`src/hw/gcr_pkg.sv`:
```
package gcr_pkg;
    // ==========================================================
    // bus command bytes (ATN true)
    localparam logic [7:0] CMD_TAKE_CTRL = 8'h09;
    localparam logic [7:0] CMD_SEL_CLEAR = 8'h04;
    localparam logic [7:0] CMD_DEV_CLEAR = 8'h14;
    localparam logic [7:0] CMD_UNTALK = 8'h5f;
    localparam logic [7:0] CMD_UNLISTEN = 8'h3f;
    localparam logic [7:0] TALK_BASE = 8'h40;
    localparam logic [7:0] LISTEN_BASE = 8'h20;
    localparam logic [7:0] SECOND_BASE = 8'h60;
    localparam logic [4:0] ADDR_MAX = 5'h1e;
    localparam logic [4:0] RETURN_DEFAULT = 5'h00;
    // ==========================================================
    // timing
    localparam int CLK_MHZ = 250;
    localparam int IFC_TIME_MS = 100;
    localparam int IDLE_TIME_S = 10;
    localparam longint IFC_CYCLES = longint'(IFC_TIME_MS) * CLK_MHZ * 1000;
    localparam longint IDLE_CYCLES = longint'(IDLE_TIME_S) * CLK_MHZ * 1000000;
    localparam int CNT_W = 32;
endpackage

```
`src/hw/gcr_bus_if.sv`:
```
`timescale 1ns/1ps
interface gcr_bus_if;
    logic [7:0] cmd_data;
    logic cmd_valid;
    logic ifc;
    logic [7:0] dev_cmd_data;
    logic dev_cmd_valid;
    logic dev_cmd_ready;
    modport dev (
        input cmd_data, cmd_valid, ifc, dev_cmd_ready,
        output dev_cmd_data, dev_cmd_valid
    );
    modport ctl (
        output cmd_data, cmd_valid, ifc, dev_cmd_ready,
        input dev_cmd_data, dev_cmd_valid
    );
endinterface

```
`src/hw/gcr_device.sv`:
```
`timescale 1ns/1ps
// ==========================================================
// Overview of operation
// selected clear acts exactly like device clear
// clear empties buffers, aborts, goes idle
// system controller holds interface clear 100 ms
// interface clear stops transfers, drops addressing
// interface clear keeps interface and service request
// interface clear keeps all enables and filters
// interface clear keeps queues and trigger setup
// only the system controller drives interface clear
// system controller is active after reset
// controller addresses talker before take control
// take control moves active role to receiver
// system controller mode makes device active, indicated
// take control accepted only while addressed talker
// return address stored, limited 0 to 30
// optional second argument is secondary address
// default return address is 0
// controller should set return address first
// program pause, finish or reset returns control
// interface clear drops control immediately
// idle 10 s without task returns control
// finished controller task returns control
// active role held while controller task runs
// return: address talker, send take control
module gcr_device #(
    parameter longint IDLE_CYCLES = gcr_pkg::IDLE_CYCLES
) (
    input wire logic clk,
    input wire logic rst,
    gcr_bus_if.dev bus,
    input wire logic sys_ctrl_cfg,
    input wire logic pcb_valid,
    input wire logic [4:0] pcb_primary,
    input wire logic pcb_has_second,
    input wire logic [4:0] pcb_secondary,
    input wire logic my_addr_talk,
    input wire logic prog_running,
    input wire logic prog_stop,
    input wire logic task_busy,
    input wire logic task_done,
    output logic active_ctrl,
    output logic active_ind,
    output logic talker,
    output logic listener,
    output logic dev_clear,
    output logic [4:0] ret_primary,
    output logic [4:0] ret_secondary,
    output logic ret_has_second
);
    typedef enum logic [2:0] {ST_IDLE, ST_ACTIVE, ST_SEND_UNL, ST_SEND_TALK,
        ST_SEND_SEC, ST_SEND_TCT} gcr_state_t;

    // ==========================================================
    // input synchronisers
    logic ifc_s1_r, ifc_r, cv_s1_r, cv_r, cv_d_r;
    logic [7:0] cd_s1_r, cd_r;
    always_ff @(posedge clk or posedge rst) begin
        if (rst) begin
            ifc_s1_r <= 1'b0;
            ifc_r <= 1'b0;
            cv_s1_r <= 1'b0;
            cv_r <= 1'b0;
            cv_d_r <= 1'b0;
            cd_s1_r <= 8'h00;
            cd_r <= 8'h00;
        end else begin
            ifc_s1_r <= bus.ifc;
            ifc_r <= ifc_s1_r;
            cv_s1_r <= bus.cmd_valid;
            cv_r <= cv_s1_r;
            cv_d_r <= cv_r;
            cd_s1_r <= bus.cmd_data;
            cd_r <= cd_s1_r;
        end
    end
    wire cmd_stb = cv_r && !cv_d_r;
    wire tct_seen = cmd_stb && cd_r == gcr_pkg::CMD_TAKE_CTRL;

    // ==========================================================
    // clear handling: selected clear while addressed equals universal clear
    always_ff @(posedge clk or posedge rst) begin
        if (rst) begin
            dev_clear <= 1'b0;
        end else begin
            dev_clear <= cmd_stb && (cd_r == gcr_pkg::CMD_DEV_CLEAR ||
                (cd_r == gcr_pkg::CMD_SEL_CLEAR && listener));
        end
    end

    // ==========================================================
    // addressing; interface clear drops addressing here and, while sys_ctrl_cfg is low, also sends the controller role to ST_IDLE
    always_ff @(posedge clk or posedge rst) begin
        if (rst) begin
            talker <= 1'b0;
            listener <= 1'b0;
        end else if (ifc_r) begin
            talker <= 1'b0;
            listener <= 1'b0;
        end else if (cmd_stb) begin
            if (cd_r == gcr_pkg::CMD_UNTALK) talker <= 1'b0;
            if (cd_r == gcr_pkg::CMD_UNLISTEN) listener <= 1'b0;
            if (cd_r[7:5] == 3'b010 && cd_r != gcr_pkg::CMD_UNTALK) begin
                talker <= my_addr_talk;
            end
            if (cd_r[7:5] == 3'b001 && cd_r != gcr_pkg::CMD_UNLISTEN) begin
                listener <= my_addr_talk;
            end
        end
    end

    // ==========================================================
    // return address store
    always_ff @(posedge clk or posedge rst) begin
        if (rst) begin
            ret_primary <= gcr_pkg::RETURN_DEFAULT;
            ret_secondary <= 5'h00;
            ret_has_second <= 1'b0;
        end else if (pcb_valid && pcb_primary <= gcr_pkg::ADDR_MAX) begin
            ret_primary <= pcb_primary;
            ret_secondary <= pcb_secondary;
            ret_has_second <= pcb_has_second;
        end
    end

    // ==========================================================
    // controller role
    gcr_state_t state_r;
    logic [gcr_pkg::CNT_W-1:0] idle_cnt_r;
    logic [7:0] tx_data_r;
    logic tx_valid_r;
    wire tx_go = !tx_valid_r;
    always_ff @(posedge clk or posedge rst) begin
        if (rst) begin
            state_r <= ST_IDLE;
            tx_valid_r <= 1'b0;
            tx_data_r <= 8'h00;
        end else if (tx_valid_r) begin
            if (bus.dev_cmd_ready) tx_valid_r <= 1'b0;
        end else if (ifc_r && !sys_ctrl_cfg) begin
            state_r <= ST_IDLE;
        end else begin
            case (state_r)
                ST_IDLE: begin
                    if (sys_ctrl_cfg) state_r <= ST_ACTIVE;
                    else if (tct_seen && talker) state_r <= ST_ACTIVE;
                end
                ST_ACTIVE: begin
                    if (!sys_ctrl_cfg && !task_busy) begin
                        if ((prog_running && prog_stop) || (!prog_running &&
                            (task_done || idle_cnt_r >= gcr_pkg::CNT_W'(IDLE_CYCLES - 1))))
                            state_r <= ST_SEND_UNL;
                    end
                end
                ST_SEND_UNL: begin
                    tx_data_r <= gcr_pkg::CMD_UNTALK;
                    tx_valid_r <= 1'b1;
                    state_r <= ST_SEND_TALK;
                end
                ST_SEND_TALK: begin
                    tx_data_r <= gcr_pkg::TALK_BASE | {3'b000, ret_primary};
                    tx_valid_r <= 1'b1;
                    state_r <= ret_has_second ? ST_SEND_SEC : ST_SEND_TCT;
                end
                ST_SEND_SEC: begin
                    tx_data_r <= gcr_pkg::SECOND_BASE | {3'b000, ret_secondary};
                    tx_valid_r <= 1'b1;
                    state_r <= ST_SEND_TCT;
                end
                ST_SEND_TCT: begin
                    tx_data_r <= gcr_pkg::CMD_TAKE_CTRL;
                    tx_valid_r <= 1'b1;
                    state_r <= ST_IDLE;
                end
                default: state_r <= ST_IDLE;
            endcase
        end
    end
    assign bus.dev_cmd_data = tx_data_r;
    assign bus.dev_cmd_valid = tx_valid_r;

    // ==========================================================
    // idle timer, restarted by any controller task
    always_ff @(posedge clk or posedge rst) begin
        if (rst) begin
            idle_cnt_r <= '0;
        end else if (state_r != ST_ACTIVE || task_busy || prog_running) begin
            idle_cnt_r <= '0;
        end else if (tx_go) begin
            idle_cnt_r <= idle_cnt_r + 1'b1;
        end
    end

    // ==========================================================
    // role outputs
    always_ff @(posedge clk or posedge rst) begin
        if (rst) begin
            active_ctrl <= 1'b0;
            active_ind <= 1'b0;
        end else begin
            active_ctrl <= state_r != ST_IDLE;
            active_ind <= state_r != ST_IDLE;
        end
    end
endmodule

```
`src/flat_wrapper.sv`:
```
// flat-port wrapper written by rule: the top's interface ports become plain ports
module gcr_device_flat 
#(
    parameter longint IDLE_CYCLES = gcr_pkg::IDLE_CYCLES
)
  (clk, rst, sys_ctrl_cfg, pcb_valid, pcb_primary, pcb_has_second, pcb_secondary, my_addr_talk, prog_running, prog_stop, task_busy, task_done, active_ctrl, active_ind, talker, listener, dev_clear, ret_primary, ret_secondary, ret_has_second, bus_cmd_data, bus_cmd_valid, bus_ifc, bus_dev_cmd_ready, bus_dev_cmd_data, bus_dev_cmd_valid);
  gcr_bus_if bus_i ();
  input wire logic clk;
  input wire logic rst;
  input wire logic sys_ctrl_cfg;
  input wire logic pcb_valid;
  input wire logic [4:0] pcb_primary;
  input wire logic pcb_has_second;
  input wire logic [4:0] pcb_secondary;
  input wire logic my_addr_talk;
  input wire logic prog_running;
  input wire logic prog_stop;
  input wire logic task_busy;
  input wire logic task_done;
  output logic active_ctrl;
  output logic active_ind;
  output logic talker;
  output logic listener;
  output logic dev_clear;
  output logic [4:0] ret_primary;
  output logic [4:0] ret_secondary;
  output logic ret_has_second;
  input wire logic [$bits(bus_i.cmd_data)-1:0] bus_cmd_data;
  input wire logic [$bits(bus_i.cmd_valid)-1:0] bus_cmd_valid;
  input wire logic [$bits(bus_i.ifc)-1:0] bus_ifc;
  input wire logic [$bits(bus_i.dev_cmd_ready)-1:0] bus_dev_cmd_ready;
  output wire logic [$bits(bus_i.dev_cmd_data)-1:0] bus_dev_cmd_data;
  output wire logic [$bits(bus_i.dev_cmd_valid)-1:0] bus_dev_cmd_valid;
  assign bus_i.cmd_data = bus_cmd_data;
  assign bus_i.cmd_valid = bus_cmd_valid;
  assign bus_i.ifc = bus_ifc;
  assign bus_i.dev_cmd_ready = bus_dev_cmd_ready;
  assign bus_dev_cmd_data = bus_i.dev_cmd_data;
  assign bus_dev_cmd_valid = bus_i.dev_cmd_valid;
  gcr_device #(.IDLE_CYCLES(IDLE_CYCLES)) u_core (.clk(clk), .rst(rst), .bus(bus_i), .sys_ctrl_cfg(sys_ctrl_cfg), .pcb_valid(pcb_valid), .pcb_primary(pcb_primary), .pcb_has_second(pcb_has_second), .pcb_secondary(pcb_secondary), .my_addr_talk(my_addr_talk), .prog_running(prog_running), .prog_stop(prog_stop), .task_busy(task_busy), .task_done(task_done), .active_ctrl(active_ctrl), .active_ind(active_ind), .talker(talker), .listener(listener), .dev_clear(dev_clear), .ret_primary(ret_primary), .ret_secondary(ret_secondary), .ret_has_second(ret_has_second));
endmodule
```
`config.mk`:
```
export PLATFORM = sky130hd
export DESIGN_NAME = gcr_device_flat
export DESIGN_NICKNAME = d
export VERILOG_FILES = /design/src/hw/gcr_pkg.sv /design/src/hw/gcr_bus_if.sv /design/src/hw/gcr_device.sv /design/src/flat_wrapper.sv
export SDC_FILE = /design/constraint.sdc
export NUM_CORES = 1
export LEC_CHECK = 0
export BUFFER_PORTS_ARGS = -buffer_cell sky130_fd_sc_hd__buf_2
export CORE_ASPECT_RATIO = 0.8
export CORE_UTILIZATION = 45
export CTS_BUF_LIST = sky130_fd_sc_hd__clkbuf_8 sky130_fd_sc_hd__clkbuf_16
export CTS_CLUSTER_DIAMETER = 200
export DETAILED_ROUTE_END_ITERATION = 8
export PLACE_DENSITY = 0.69
export SLEW_MARGIN = 20
export SYNTH_ARGS = -nofsm -noshare
export SYNTH_HDL_FRONTEND = slang
export SYNTH_SLANG_ARGS = --single-unit
```
`constraint.sdc`:
```
create_clock -name clk -period 4.5 [get_ports clk]
set_input_delay 0.225 -clock clk [delete_from_list [all_inputs] [get_ports clk]]
set_output_delay 0.225 -clock clk [all_outputs]
set_load 0.005 [all_outputs]
```
# == Yosys cells after proc, flatten, opt, wreduce, memory -nomap -nowiden ==
# Cells that the tools add are included.
# totals
register_bits,80
latchBits,0
ramBits,0
rom_bits,0
inputBits,31
out_inout_bits,25
word_cells,96
n_memories,0
# op_classes
addsub,1
multipliers,0
div,0
order_cmp,2
n_eq_ne,19
n_shift,0
n_mux,22
n_bitwise,2
n_reduce_logical,32
# ops
operator,count
32-bit two-way mux,2
"32-bit by 1-bit adder with 32-bit output, second input constant",1
"32-bit >= comparator, second input constant",1
8-bit case mux with 4 select lines,1
3-bit two-way mux,5
3-bit case mux with 5 select lines,1
1-bit two-way mux,13
1-bit logical AND,12
"3-bit by 2-bit equality test with 1-bit output, second input constant",3
"3-bit by 1-bit inequality test with 1-bit output, second input constant",3
3-bit nonzero test,3
"8-bit by 3-bit equality test with 1-bit output, second input constant",1
"8-bit by 4-bit equality test with 1-bit output, second input constant",1
"8-bit by 5-bit equality test with 1-bit output, second input constant",1
"8-bit by 6-bit equality test with 1-bit output, second input constant",1
"8-bit by 7-bit equality test with 1-bit output, second input constant",1
"8-bit by 6-bit inequality test with 1-bit output, second input constant",1
"8-bit by 7-bit inequality test with 1-bit output, second input constant",1
"3-bit by 1-bit equality test with 1-bit output, second input constant",2
"3-bit equality test, second input constant",2
"5-bit <= comparator, second input constant",1
1-bit logical OR,5
1-bit logical NOT,4
"4-bit by 2-bit inequality test with 1-bit output, second input constant",1
9 further kinds,11

# == Longest topological paths before layout ==
# Gate-level depths: netlist (run 1).
# depth
word_depth,8
ltp_mapped,6

# == Worst setup path after synthesis (run 1) ==
# No wires, ideal clock.
# synth_timing
path_type,register to register
startpoint,reg u_core.idle_cnt_r[0] (netlist bit)
endpoint,reg u_core.idle_cnt_r[26] (netlist bit)
arrival_ps,1540
t_required_ps,4368
setup_slack_ps,2828
path_stages_with_launch,7
n_path_buf,0
period_less_slack_ps,1672
cell_sequence,dfrtp_1 > ha_1 > nand3b_1 > nor4_4 > nand4_1 > xor2_1 > nor2_1
# synth_via
elab_chain_len,3
# synth_lines
item,line_no,text
from (decl),gcr_device.sv:130,logic [gcr_pkg::CNT_W-1:0] idle_cnt_r;
from (signal assigned),gcr_device.sv:191,idle_cnt_r <= idle_cnt_r + 1'b1;
32-bit by 1-bit adder with 32-bit output,gcr_device.sv:191,
32-bit two-way mux,gcr_device.sv:190,end else if (tx_go) begin
32-bit two-way mux,gcr_device.sv:188,end else if (state_r != ST_ACTIVE || task_busy || prog_running) begin
# No other way between the ends. The select of a mux whose other input is x is not followed.
# A chain may end at the register's enable or synchronous reset.

# == Worst setup path after layout (run 1) ==
# layout_timing
startpoint,reg u_core.idle_cnt_r[0] (netlist bit)
endpoint,reg u_core.idle_cnt_r[28] (netlist bit)
# The elaborated chain is that of the path after synthesis.

==> impl_metrics.json, run 1 <==
{
  "grt_pass1_vias": 2505,
  "arrival_ns": 2.21,
  "synth.avg_cell_area_um2": 11.0,
  "synth-compound-area-share": 0.0746,
  "preCtsSetupSlack_ns": 2.44,
  "synthMuxAreaShare": 0.0380,
  "nets": 418,
  "tightest_slew_ns": 0.883,
  "fin_setup_tns_ns": 0,
  "dp_hpwl_mm": 4.64,
  "hp-class": "primary input to asynchronous set/reset pin",
  "syn_nets": 353,
  "yosys.area.top_type": "dfrtp_1",
  "vdd_drop_max_v": 0.000168,
  "die_h_um": 81.1,
  "synth-xor-area-share": 0.0721,
  "drive_above_1_share": 0.235,
  "synth_cell_types": 46,
  "grt_max_degree": 54,
  "rsz0062_at_grt": "no",
  "grt_use_total": 0.186,
  "synth_top_family_by_area": "simple AND/OR/NAND/NOR gates",
  "yosysSeqAreaShare": 0.561,
  "reg2reg_to": "u_core.idle_cnt_r[28]",
  "h-tree-depth": 3,
  "cts_tree": "yes",
  "netlist_instances": 321,
  "p_per_area_nw_per_um2": 406,
  "start_kind": "flop",
  "rows": 28,
  "wl_per_cell_um": 13.6,
  "crit_end": "u_core.idle_cnt_r[28]",
  "drt-pass1-iter-count": 4,
  "yosys.area_share.adder": 0.00355,
  "placed_area_um2": 3870,
  "root_buffer": "clkbuf_8",
  "critical_path_class": "flop to flop",
  "hold_viol": 0,
  "fmax_mhz": 504,
  "ys_ff_latch": 79,
  "yosys.area_share.simple": 0.223,
  "finClkSkew_ns": 0.0153,
  "numClockSinks": 79,
  "drt_iter0_drc": 117,
  "post-route-period-util": 0.441,
  "regArea_um2": 1980,
  "final.setup.worst_slack_ns": 2.51,
  "port_buffers": 54,
  "antenna_left": 0,
  "start_util": 0.470,
  "status": "finished clean",
  "rrSetupSlack_ns": 2.51,
  "multi_input_area_um2": 1450,
  "endpoint_kind": "flop",
  "path_clk_slew_ns": 0.10,
  "async_flop_share": 1.00,
  "clockBufferDepth": 2,
  "netlist_area_um2": 3520,
  "post_cts_resized": 0,
  "drt_wl_total_mm": 6.77,
  "worstPathRequired_ns": 4.72,
  "r2r-start": "u_core.idle_cnt_r[0]",
  "num_io_pins": 56,
  "die_area_um2": 8190,
  "cellLeakagePower_nw": 1.88,
  "ff2ff_path_depth": 6,
  "slew_viol_final": 0,
  "worstSetupStartpoint": "u_core.idle_cnt_r[0]",
  "n_fill_cell": 654,
  "yosysWarnings": 0,
  "yosysMostFrequentCell": "dfrtp_1",
  "viasPerCell": 5.15,
  "dominantRegCellSynth": "dfrtp_1",
  "clkLatencyLatePin_ns": 0.37,
  "antenna_found_initial": 0,
  "setup_viol": 0,
  "synth_edf_count": 0,
  "fp.dieW_um": 101,
  "grt-ovfl-total": 0,
  "path_max_fanout": 10,
  "post-route-min-period_ns": 1.99,
  "core_um2": 7500,
  "cts_made_buffers": 9,
  "grt_pass1_wl_mm": 11.5,
  "syn2layout_area_growth_pct": 18.3,
  "cap_viol_max_count": 0,
  "antenna_cells": 0,
  "post-route-cell-area_um2": 4170,
  "vias": 2552,
  "synth_commonest_cells": "79 x dfrtp_1, 40 x nor2_1, 26 x xor2_1",
  "synth_area_leaders": "dfrtp_1 56%, xor2_1 6.5%, nor2_1 4.3%",
  "synth_top_area_share": 0.561,
  "drcViolationCount": 0,
  "finalWeightedCongestion": 0.744,
  "relSlewSlack": 0.411
}
## report_power, final
group	internal, W	switching, W	total, W
clock	0.000219	0.000300	0.000519
combinational	0.000151	0.000167	0.000318
sequential	0.000784	0.0000724	0.000856
## per-layer routing
metal | routed length, µm | global-route usage | up-vias
met5 | 0 | 0 | -
met4 | 95 | 0.0725 | 0
met3 | 340 | 0.0542 | 8
met2 | 3070 | 0.302 | 61
met1 | 3270 | 0.236 | 1229
li1 | - | - | 1254
## critical path, cell delays in order, from the launching register on
cell and delay, ns:
dfrtp_1 0.44, ha_1 0.21, nand3b_1 0.16, nor4_4 0.62, nand4_1 0.19, xor2_1 0.17, nor2_1 0.05
## cell type report
type | count | area share
well taps | 105 | 0.0315
multi-input cells | 223 | 0.349
clock inverters | 7 | 0.0168
repair buffers | 66 | 0.0925
inverters | 7 | 0.00660
clock buffers | 9 | 0.0297
flip-flops and latches | 79 | 0.474
## flip-flops by register name, indices dropped and copies added (netlist names)
signal and cells:
u_core.cv_d_r 1, u_core.idle_cnt_r 32, u_core.listener 1, u_core.ret_secondary 5
u_core.active_ctrl 1, u_core.dev_clear 1, u_core.ifc_r 1, u_core.cd_s1_r 8
u_core.ret_primary 5, u_core.cv_s1_r 1, u_core.bus.dev_cmd_valid 1, u_core.ret_has_second 1
u_core.cv_r 1, u_core.talker 1, u_core.ifc_s1_r 1, u_core.state_r 3
u_core.bus.dev_cmd_data 7, u_core.cd_r 8
## stage by stage
step | power, W | hold WS [ns] | cells | utilization
3_3_place_gp | 0.00117 | 0.334 | 470 | 0.516
4_1_cts | 0.00171 | 0.0359 | 496 | 0.556
3_5_place_dp | 0.00118 | 0.335 | 470 | 0.516
2_1_floorplan | 0.00109 | 0.256 | 321 | -
5_1_grt | 0.00180 | 0.0307 | 496 | 0.556
6_report | 0.00169 | 0.0157 | 496 | 0.556
## worst min-delay path by stage
stage	end	slack, ns	cells after the start
2_1_floorplan	u_core.cd_s1_r[0]	0.26	0
3_5_place_dp	u_core.cd_s1_r[6]	0.33	1
5_1_grt	u_core.bus.dev_cmd_valid	0.03	2
6_report	u_core.cv_r	0.02	2
3_3_place_gp	u_core.cd_r[5]	0.33	0
4_1_cts	u_core.bus.dev_cmd_valid	0.04	2
## cell families after synthesis
logic type	Yosys count
buf+inv	19
fa+ha+maj	1
compound gates	43
other cells	1
mux	12
simple gates	137
flops	79
xor+xnor	29
## timing repair
item                                   CTS  global route
hold buffers                            10             0
endpoints found under the hold margin   10             0
buffers inserted                         0             0
## cells in the final DEF (no fill, tap or decap), drive strengths merged, types with 7 or more instances in the layout
master	n
nand2	22
clkbuf	9
nand3	14
mux2	11
dlygate4sd3	10
o21ai	22
buf	56
nand4	14
inv	12
nor3	7
xor2	26
dfrtp	79
nor2	40
Power figures use the tool's default switching activity.
==> inputs of run 2 (changes only) <==
- clock period: 4.5 -> 2 ns (I/O delays scaled with it)
==> run 2 against run 1 <==
  * Clock skew shrank 0.0029 ns
  * Cell count grew 4.2%
  * Maximum frequency grew 5.4%
  * Critical path type unchanged
  * Largest cell class unchanged
==> impl_metrics.json, run 2 (synthesized netlist as in run 1, its figures left out) <==
{
  "nets": 439,
  "p_clk_frac": 0.293,
  "finClkSkew_ns": 0.0124,
  "grt-ovfl-total": 0,
  "reg_top3": "u_core.idle_cnt_r x32, u_core.cd_r x8, u_core.cd_s1_r x8",
  "start_kind": "flop",
  "drt_wl_total_mm": 7.07,
  "die_area_um2": 8190,
  "antenna_found_initial": 0,
  "viasPerCell": 5.07,
  "drt-pass1-iter-count": 4,
  "fin_setup_tns_ns": 0,
  "fmax_mhz": 531,
  "rsz0062_at_grt": "no",
  "multi_input_area_um2": 1460,
  "status": "finished clean",
  "p_int_w": 0.00263,
  "largest_register_ffs": 32,
  "pwr-share-comb": 0.211,
  "ff2ff_path_depth": 5,
  "clkLatencyLatePin_ns": 0.36,
  "die_h_um": 81.1,
  "h-tree-depth": 3,
  "cap_viol_max_count": 0,
  "critical_path_class": "flop to flop",
  "post-route-util": 0.583,
  "grt_max_degree": 49,
  "p_per_area_nw_per_um2": 881,
  "cts_tree": "yes",
  "post-route-min-period_ns": 1.88,
  "rows": 28,
  "relSlewSlack": 0.523,
  "clockBufferDepth": 2,
  "fp.dieW_um": 101,
  "p_sw_w": 0.00122,
  "layout_commonest_cell": "dfrtp_1",
  "hp-class": "primary input to flop",
  "finalWeightedCongestion": 0.815,
  "arrival_ns": 2.12,
  "syn2layout_area_growth_pct": 24.0,
  "core_um2": 7500,
  "post-route-period-util": 0.942,
  "hold_viol": 0,
  "port_buffers": 54,
  "slew_viol_final": 0,
  "cellLeakagePower_nw": 1.97,
  "numClockSinks": 79,
  "drt_iter0_drc": 120,
  "tightest_slew_ns": 0.711,
  "regArea_um2": 1980,
  "path_clk_slew_ns": 0.09,
  "wl_per_cell_um": 13.7,
  "seq_power_share": 0.496,
  "drive_above_1_share": 0.243,
  "dp_hpwl_mm": 4.62,
  "setup_viol": 0,
  "antenna_left": 0,
  "vdd_drop_max_v": 0.000417,
  "n_fill_cell": 665,
  "crit_end": "u_core.state_r[1]",
  "mostFrequentLayoutCells": "79 x dfrtp_1, 54 x buf_2, 40 x nor2_1",
  "worstSetupStartpoint": "u_core.idle_cnt_r[21]",
  "grt_use_total": 0.192,
  "grt_pass1_vias": 2524,
  "start_util": 0.470,
  "endpoint_kind": "flop",
  "num_io_pins": 56,
  "reg2reg_to": "u_core.state_r[1]",
  "antenna_cells": 0,
  "grt_pass1_wl_mm": 11.9,
  "r2r-start": "u_core.idle_cnt_r[21]",
  "worstPathRequired_ns": 2.24,
  "regMostFlops": "u_core.idle_cnt_r",
  "root_buffer": "clkbuf_8",
  "vias": 2621,
  "swShare": 0.316,
  "drcViolationCount": 0,
  "path_max_fanout": 4,
  "rrSetupSlack_ns": 0.12,
  "cts_made_buffers": 9
}
-- run 2: cell types whose count changed in the layout (fill, tap and decap cells not counted) --
| cell | change |
|---|---|
| dlygate4sd3_1 | +13 |
| clkinvlp_4 | +2 |
| inv_8 | -3 |
| a2111oi_0 | -1 |
| nor4b_1 | -1 |
| buf_4 | +7 |
| nor4b_2 | +1 |
| or4_1 | +1 |
| clkinv_2 | -1 |
| buf_12 | +1 |
| or4_2 | -1 |
| a2111oi_1 | +1 |
| inv_6 | +2 |
-- run 2: final cells by class --
type                    count  area share
well taps                 105      0.0301
multi-input cells         223       0.334
flip-flops and latches     79       0.452
clock buffers               9      0.0283
inverters                   7     0.00687
repair buffers             87       0.135
clock inverters             7      0.0140
-- run 2: repair_timing --
| action | CTS | global route |
|---|---|---|
| setup buffers | 0 | 0 |
| hold endpoints to repair | 53 | 0 |
| gates resized for setup | 0 | 2 |
| hold buffers | 23 | 0 |
| setup endpoints to repair | 0 | 3 |
-- run 2: critical path: stages, from the launching register on --
cell and delay [ns]:
dfrtp_1 0.42, nor4_1 0.42, nand3_1 0.13, a311o_1 0.43, o21ai_0 0.26, o2bb2ai_1 0.10
-- run 2: worst min-delay path by stage --
stage	startpoint	endpoint	slack, ns	depth (start not counted)
6_report	my_addr_talk	u_core.listener	0.05	3
5_1_grt	my_addr_talk	u_core.talker	0.07	3
4_1_cts	my_addr_talk	u_core.listener	0.03	3
3_5_place_dp	bus_cmd_data[4]	u_core.cd_s1_r[4]	0.21	1
3_3_place_gp	bus_cmd_data[6]	u_core.cd_s1_r[6]	0.21	1
2_1_floorplan	bus_cmd_data[0]	u_core.cd_s1_r[0]	0.13	0
-- run 2: power by group through the flow --
stage | clock [W] | sequential (W) | combinational, W
5_1_grt | 0.00123 | 0.00194 | 0.000917
6_report | 0.00113 | 0.00191 | 0.000811
2_1_floorplan | 0 | 0.00189 | 0.000556
3_5_place_dp | 0 | 0.00194 | 0.000774
3_3_place_gp | 0 | 0.00193 | 0.000752
4_1_cts | 0.00116 | 0.00191 | 0.000814
-- run 2: through the flow --
| stage | hold WS (ns) | setup slack [ns] | total power (W) | std cells | instance area [µm²] |
|---|---|---|---|---|---|
| after floorplan | 0.131 | 0.328 | 0.00245 | 321 | 3530 |
| after global placement | 0.210 | 0.0974 | 0.00269 | 478 | 3950 |
| after detailed placement | 0.209 | 0.0389 | 0.00271 | 478 | 3950 |
| after CTS | 0.0336 | 0.0283 | 0.00388 | 517 | 4360 |
| after global routing | 0.0708 | 0.00254 | 0.00408 | 517 | 4370 |
| final | 0.0458 | 0.116 | 0.00385 | 517 | 4370 |
-- run 2: per-layer routing --
layer / global-route usage / vias up / wire [µm]
met2: 0.298 / 47 / 3180
met4: 0.0768 / 0 / 116
li1: - / 1298 / -
met3: 0.0491 / 12 / 251
met1: 0.259 / 1264 / 3520
met5: 0 / - / 0
==> inputs of run 3 (changes only) <==
- ABC_AREA: default -> 1
- CTS_CLUSTER_DIAMETER: 200 -> default
- PLACE_DENSITY: 0.69 -> 0.68
==> run 3 against run 2 <==
  * Cell area grew 12%
  * Clock skew is 0.0070 ns lower
  * Maximum frequency grew 10%
  * Critical path type unchanged
  * Highest routed layer unchanged
==> impl_metrics.json, run 3 <==
{
  "async_flop_share": 1.00,
  "critical_path_class": "flop to flop",
  "synth_top_area_share": 0.493,
  "clockBufferDepth": 2,
  "worstSetupStartpoint": "u_core.idle_cnt_r[0]",
  "grt_max_degree": 52,
  "p_per_area_nw_per_um2": 860,
  "num_io_pins": 56,
  "reg_top3": "u_core.idle_cnt_r x32, u_core.cd_r x8, u_core.cd_s1_r x8",
  "syn_nets": 525,
  "dominantRegCellSynth": "dfrtp_1",
  "netlist_area_um2": 4010,
  "post-route-min-period_ns": 1.71,
  "fin_setup_tns_ns": 0,
  "antenna_left": 0,
  "holdWs_ns": 0.0271,
  "relSlewSlack": 0.582,
  "regMostFlops": "u_core.idle_cnt_r",
  "drive_above_1_share": 0.200,
  "path_max_fanout": 4,
  "finalWeightedCongestion": 0.957,
  "cts_made_buffers": 9,
  "wl_per_cell_um": 13.8,
  "drcViolationCount": 0,
  "layout_commonest_cell": "nand2_1",
  "final.setup.worst_slack_ns": 0.287,
  "netlist_instances": 493,
  "yosysWarnings": 0,
  "preCtsSetupSlack_ns": 0.309,
  "root_buffer": "clkbuf_8",
  "nets": 611,
  "drt_wl_total_mm": 9.61,
  "grt-ovfl-total": 0,
  "drt-pass1-iter-count": 5,
  "synth_cell_types": 42,
  "hp-class": "primary input to flop",
  "drt_iter0_drc": 215,
  "cts_tree": "yes",
  "largest_register_ffs": 32,
  "grt_pass1_vias": 3392,
  "antenna_cells": 0,
  "cap_viol_max_count": 0,
  "h-tree-depth": 3,
  "cellLeakagePower_nw": 2.30,
  "rsz0062_at_grt": "no",
  "rows": 30,
  "synth_commonest_cells": "111 x nand2_1, 79 x dfrtp_1, 62 x nor2_1",
  "numClockSinks": 79,
  "tightest_slew_ns": 0.627,
  "worstPathRequired_ns": 2.27,
  "cts_post_setup_buffers_inserted": 0,
  "grt_use_total": 0.224,
  "r2r-start": "u_core.idle_cnt_r[0]",
  "synth.avg_cell_area_um2": 8.13,
  "yosys.area.top_type": "dfrtp_1",
  "mostFrequentLayoutCells": "111 x nand2_1, 79 x dfrtp_1, 62 x nor2_1",
  "start_util": 0.468,
  "vdd_drop_max_v": 0.000600,
  "core_um2": 8560,
  "viasPerCell": 5.18,
  "slew_viol_final": 0,
  "min_from": "pcb_primary[3]",
  "syn2layout_area_growth_pct": 22.0,
  "die_area_um2": 9290,
  "antenna_found_initial": 0,
  "hold_viol": 0,
  "yosysSeqAreaShare": 0.493,
  "status": "finished clean",
  "fp.dieW_um": 107,
  "synth_edf_count": 0,
  "path_clk_slew_ns": 0.09,
  "die_h_um": 86.4,
  "ys_ff_latch": 79,
  "arrival_ns": 1.98,
  "setup_viol": 0,
  "dp_hpwl_mm": 6.96,
  "placed_area_um2": 4440,
  "post-route-period-util": 0.857,
  "start_kind": "flop",
  "synth_area_leaders": "dfrtp_1 49%, nand2_1 10%, nor2_1 5.8%",
  "clkLatencyLatePin_ns": 0.37,
  "vias": 3603,
  "post-route-cell-area_um2": 4890,
  "grt_pass1_wl_mm": 15.9,
  "finClkSkew_ns": 0.00536,
  "endpoint_kind": "flop",
  "yosysMostFrequentCell": "nand2_1",
  "port_buffers": 54,
  "fmax_mhz": 584
}
## run 3: cell count changes in the layout (fill, tap and decap cells not counted), sizes merged, moves of 17 or more
| cell | before | now |
|---|---|---|
| xor2 | 26 | 1 |
| nor3 | 7 | 26 |
| nor2 | 40 | 71 |
| inv | 11 | 66 |
| nand2 | 22 | 121 |
| a21oi | 5 | 22 |
## run 3: logic make-up (layout without fill, tap and decap cells)
logic type	after synthesis	in the layout	synth area share
buffers and inverters	73	164	0.0731
other	1	1	0.000936
multiplexers	6	6	0.0169
AO/OA/AOI/OAI	58	58	0.0837
adder cells (fa/ha/maj)	1	1	0.00312
XOR/XNOR	1	1	0.00219
flip-flops	79	79	0.493
AND/OR/NAND/NOR	274	274	0.327
## run 3: worst paths after layout
path,end,slack [ns],cells past startpoint
worst min-delay path,u_core.ret_primary[3],0.03,3
worst min register to register,u_core.cd_r[7],0.35,0
worst max register to register,u_core.state_r[1],0.29,12
min in group asynchronous,u_core.ret_has_second,0.17,3
max in group asynchronous,u_core.idle_cnt_r[29],1.29,4
worst max-delay path,u_core.state_r[1],0.29,12
## run 3: final cells by class
| type | count | area, µm² |
|---|---|---|
| repair buffers | 83 | 556 |
| fillers | 770 | 3670 |
| multi-input cells | 341 | 1740 |
| well taps | 112 | 140 |
| flip-flops and latches | 79 | 1980 |
| inverters | 65 | 248 |
| clock buffers | 9 | 124 |
| clock inverters | 7 | 109 |
## run 3: what timing repair did
action,CTS,global route
endpoints found under the setup margin,0,0
endpoints found under the hold margin,100,0
hold buffers,22,0
resized for setup,0,0
## run 3: per-stage QoR
stage / instances / total power, W / util
floorplan: 493 / 0.00246 / -
global placement: 658 / 0.00278 / 0.518
detailed placement: 658 / 0.00279 / 0.518
CTS: 696 / 0.00423 / 0.571
global route: 696 / 0.00443 / 0.571
finish: 696 / 0.00420 / 0.571
## run 3: power by group
part	internal, W	switching (W)	total (W)
registers	0.00176	0.000117	0.00187
clock network	0.000731	0.000667	0.00140
logic	0.000350	0.000581	0.000931
## run 3: routing by layer
| metal | track usage | routed length, µm |
|---|---|---|
| met1 | 0.305 | 4470 |
| met2 | 0.352 | 4460 |
| met3 | 0.0519 | 532 |
| met4 | 0.0797 | 148 |
| met5 | 0 | 0 |
## run 3: worst max-delay path: stages (launching register included)
cell	delay, ns
dfrtp_1	0.43
ha_1	0.21
nand3_1	0.14
inv_2	0.08
nand2_2	0.08
nand2_1	0.07
nand3_1	0.07
nand2_1	0.09
nand2_1	0.05
nand2_1	0.13
nand2_1	0.12
nand2_1	0.08
nand2_1	0.05
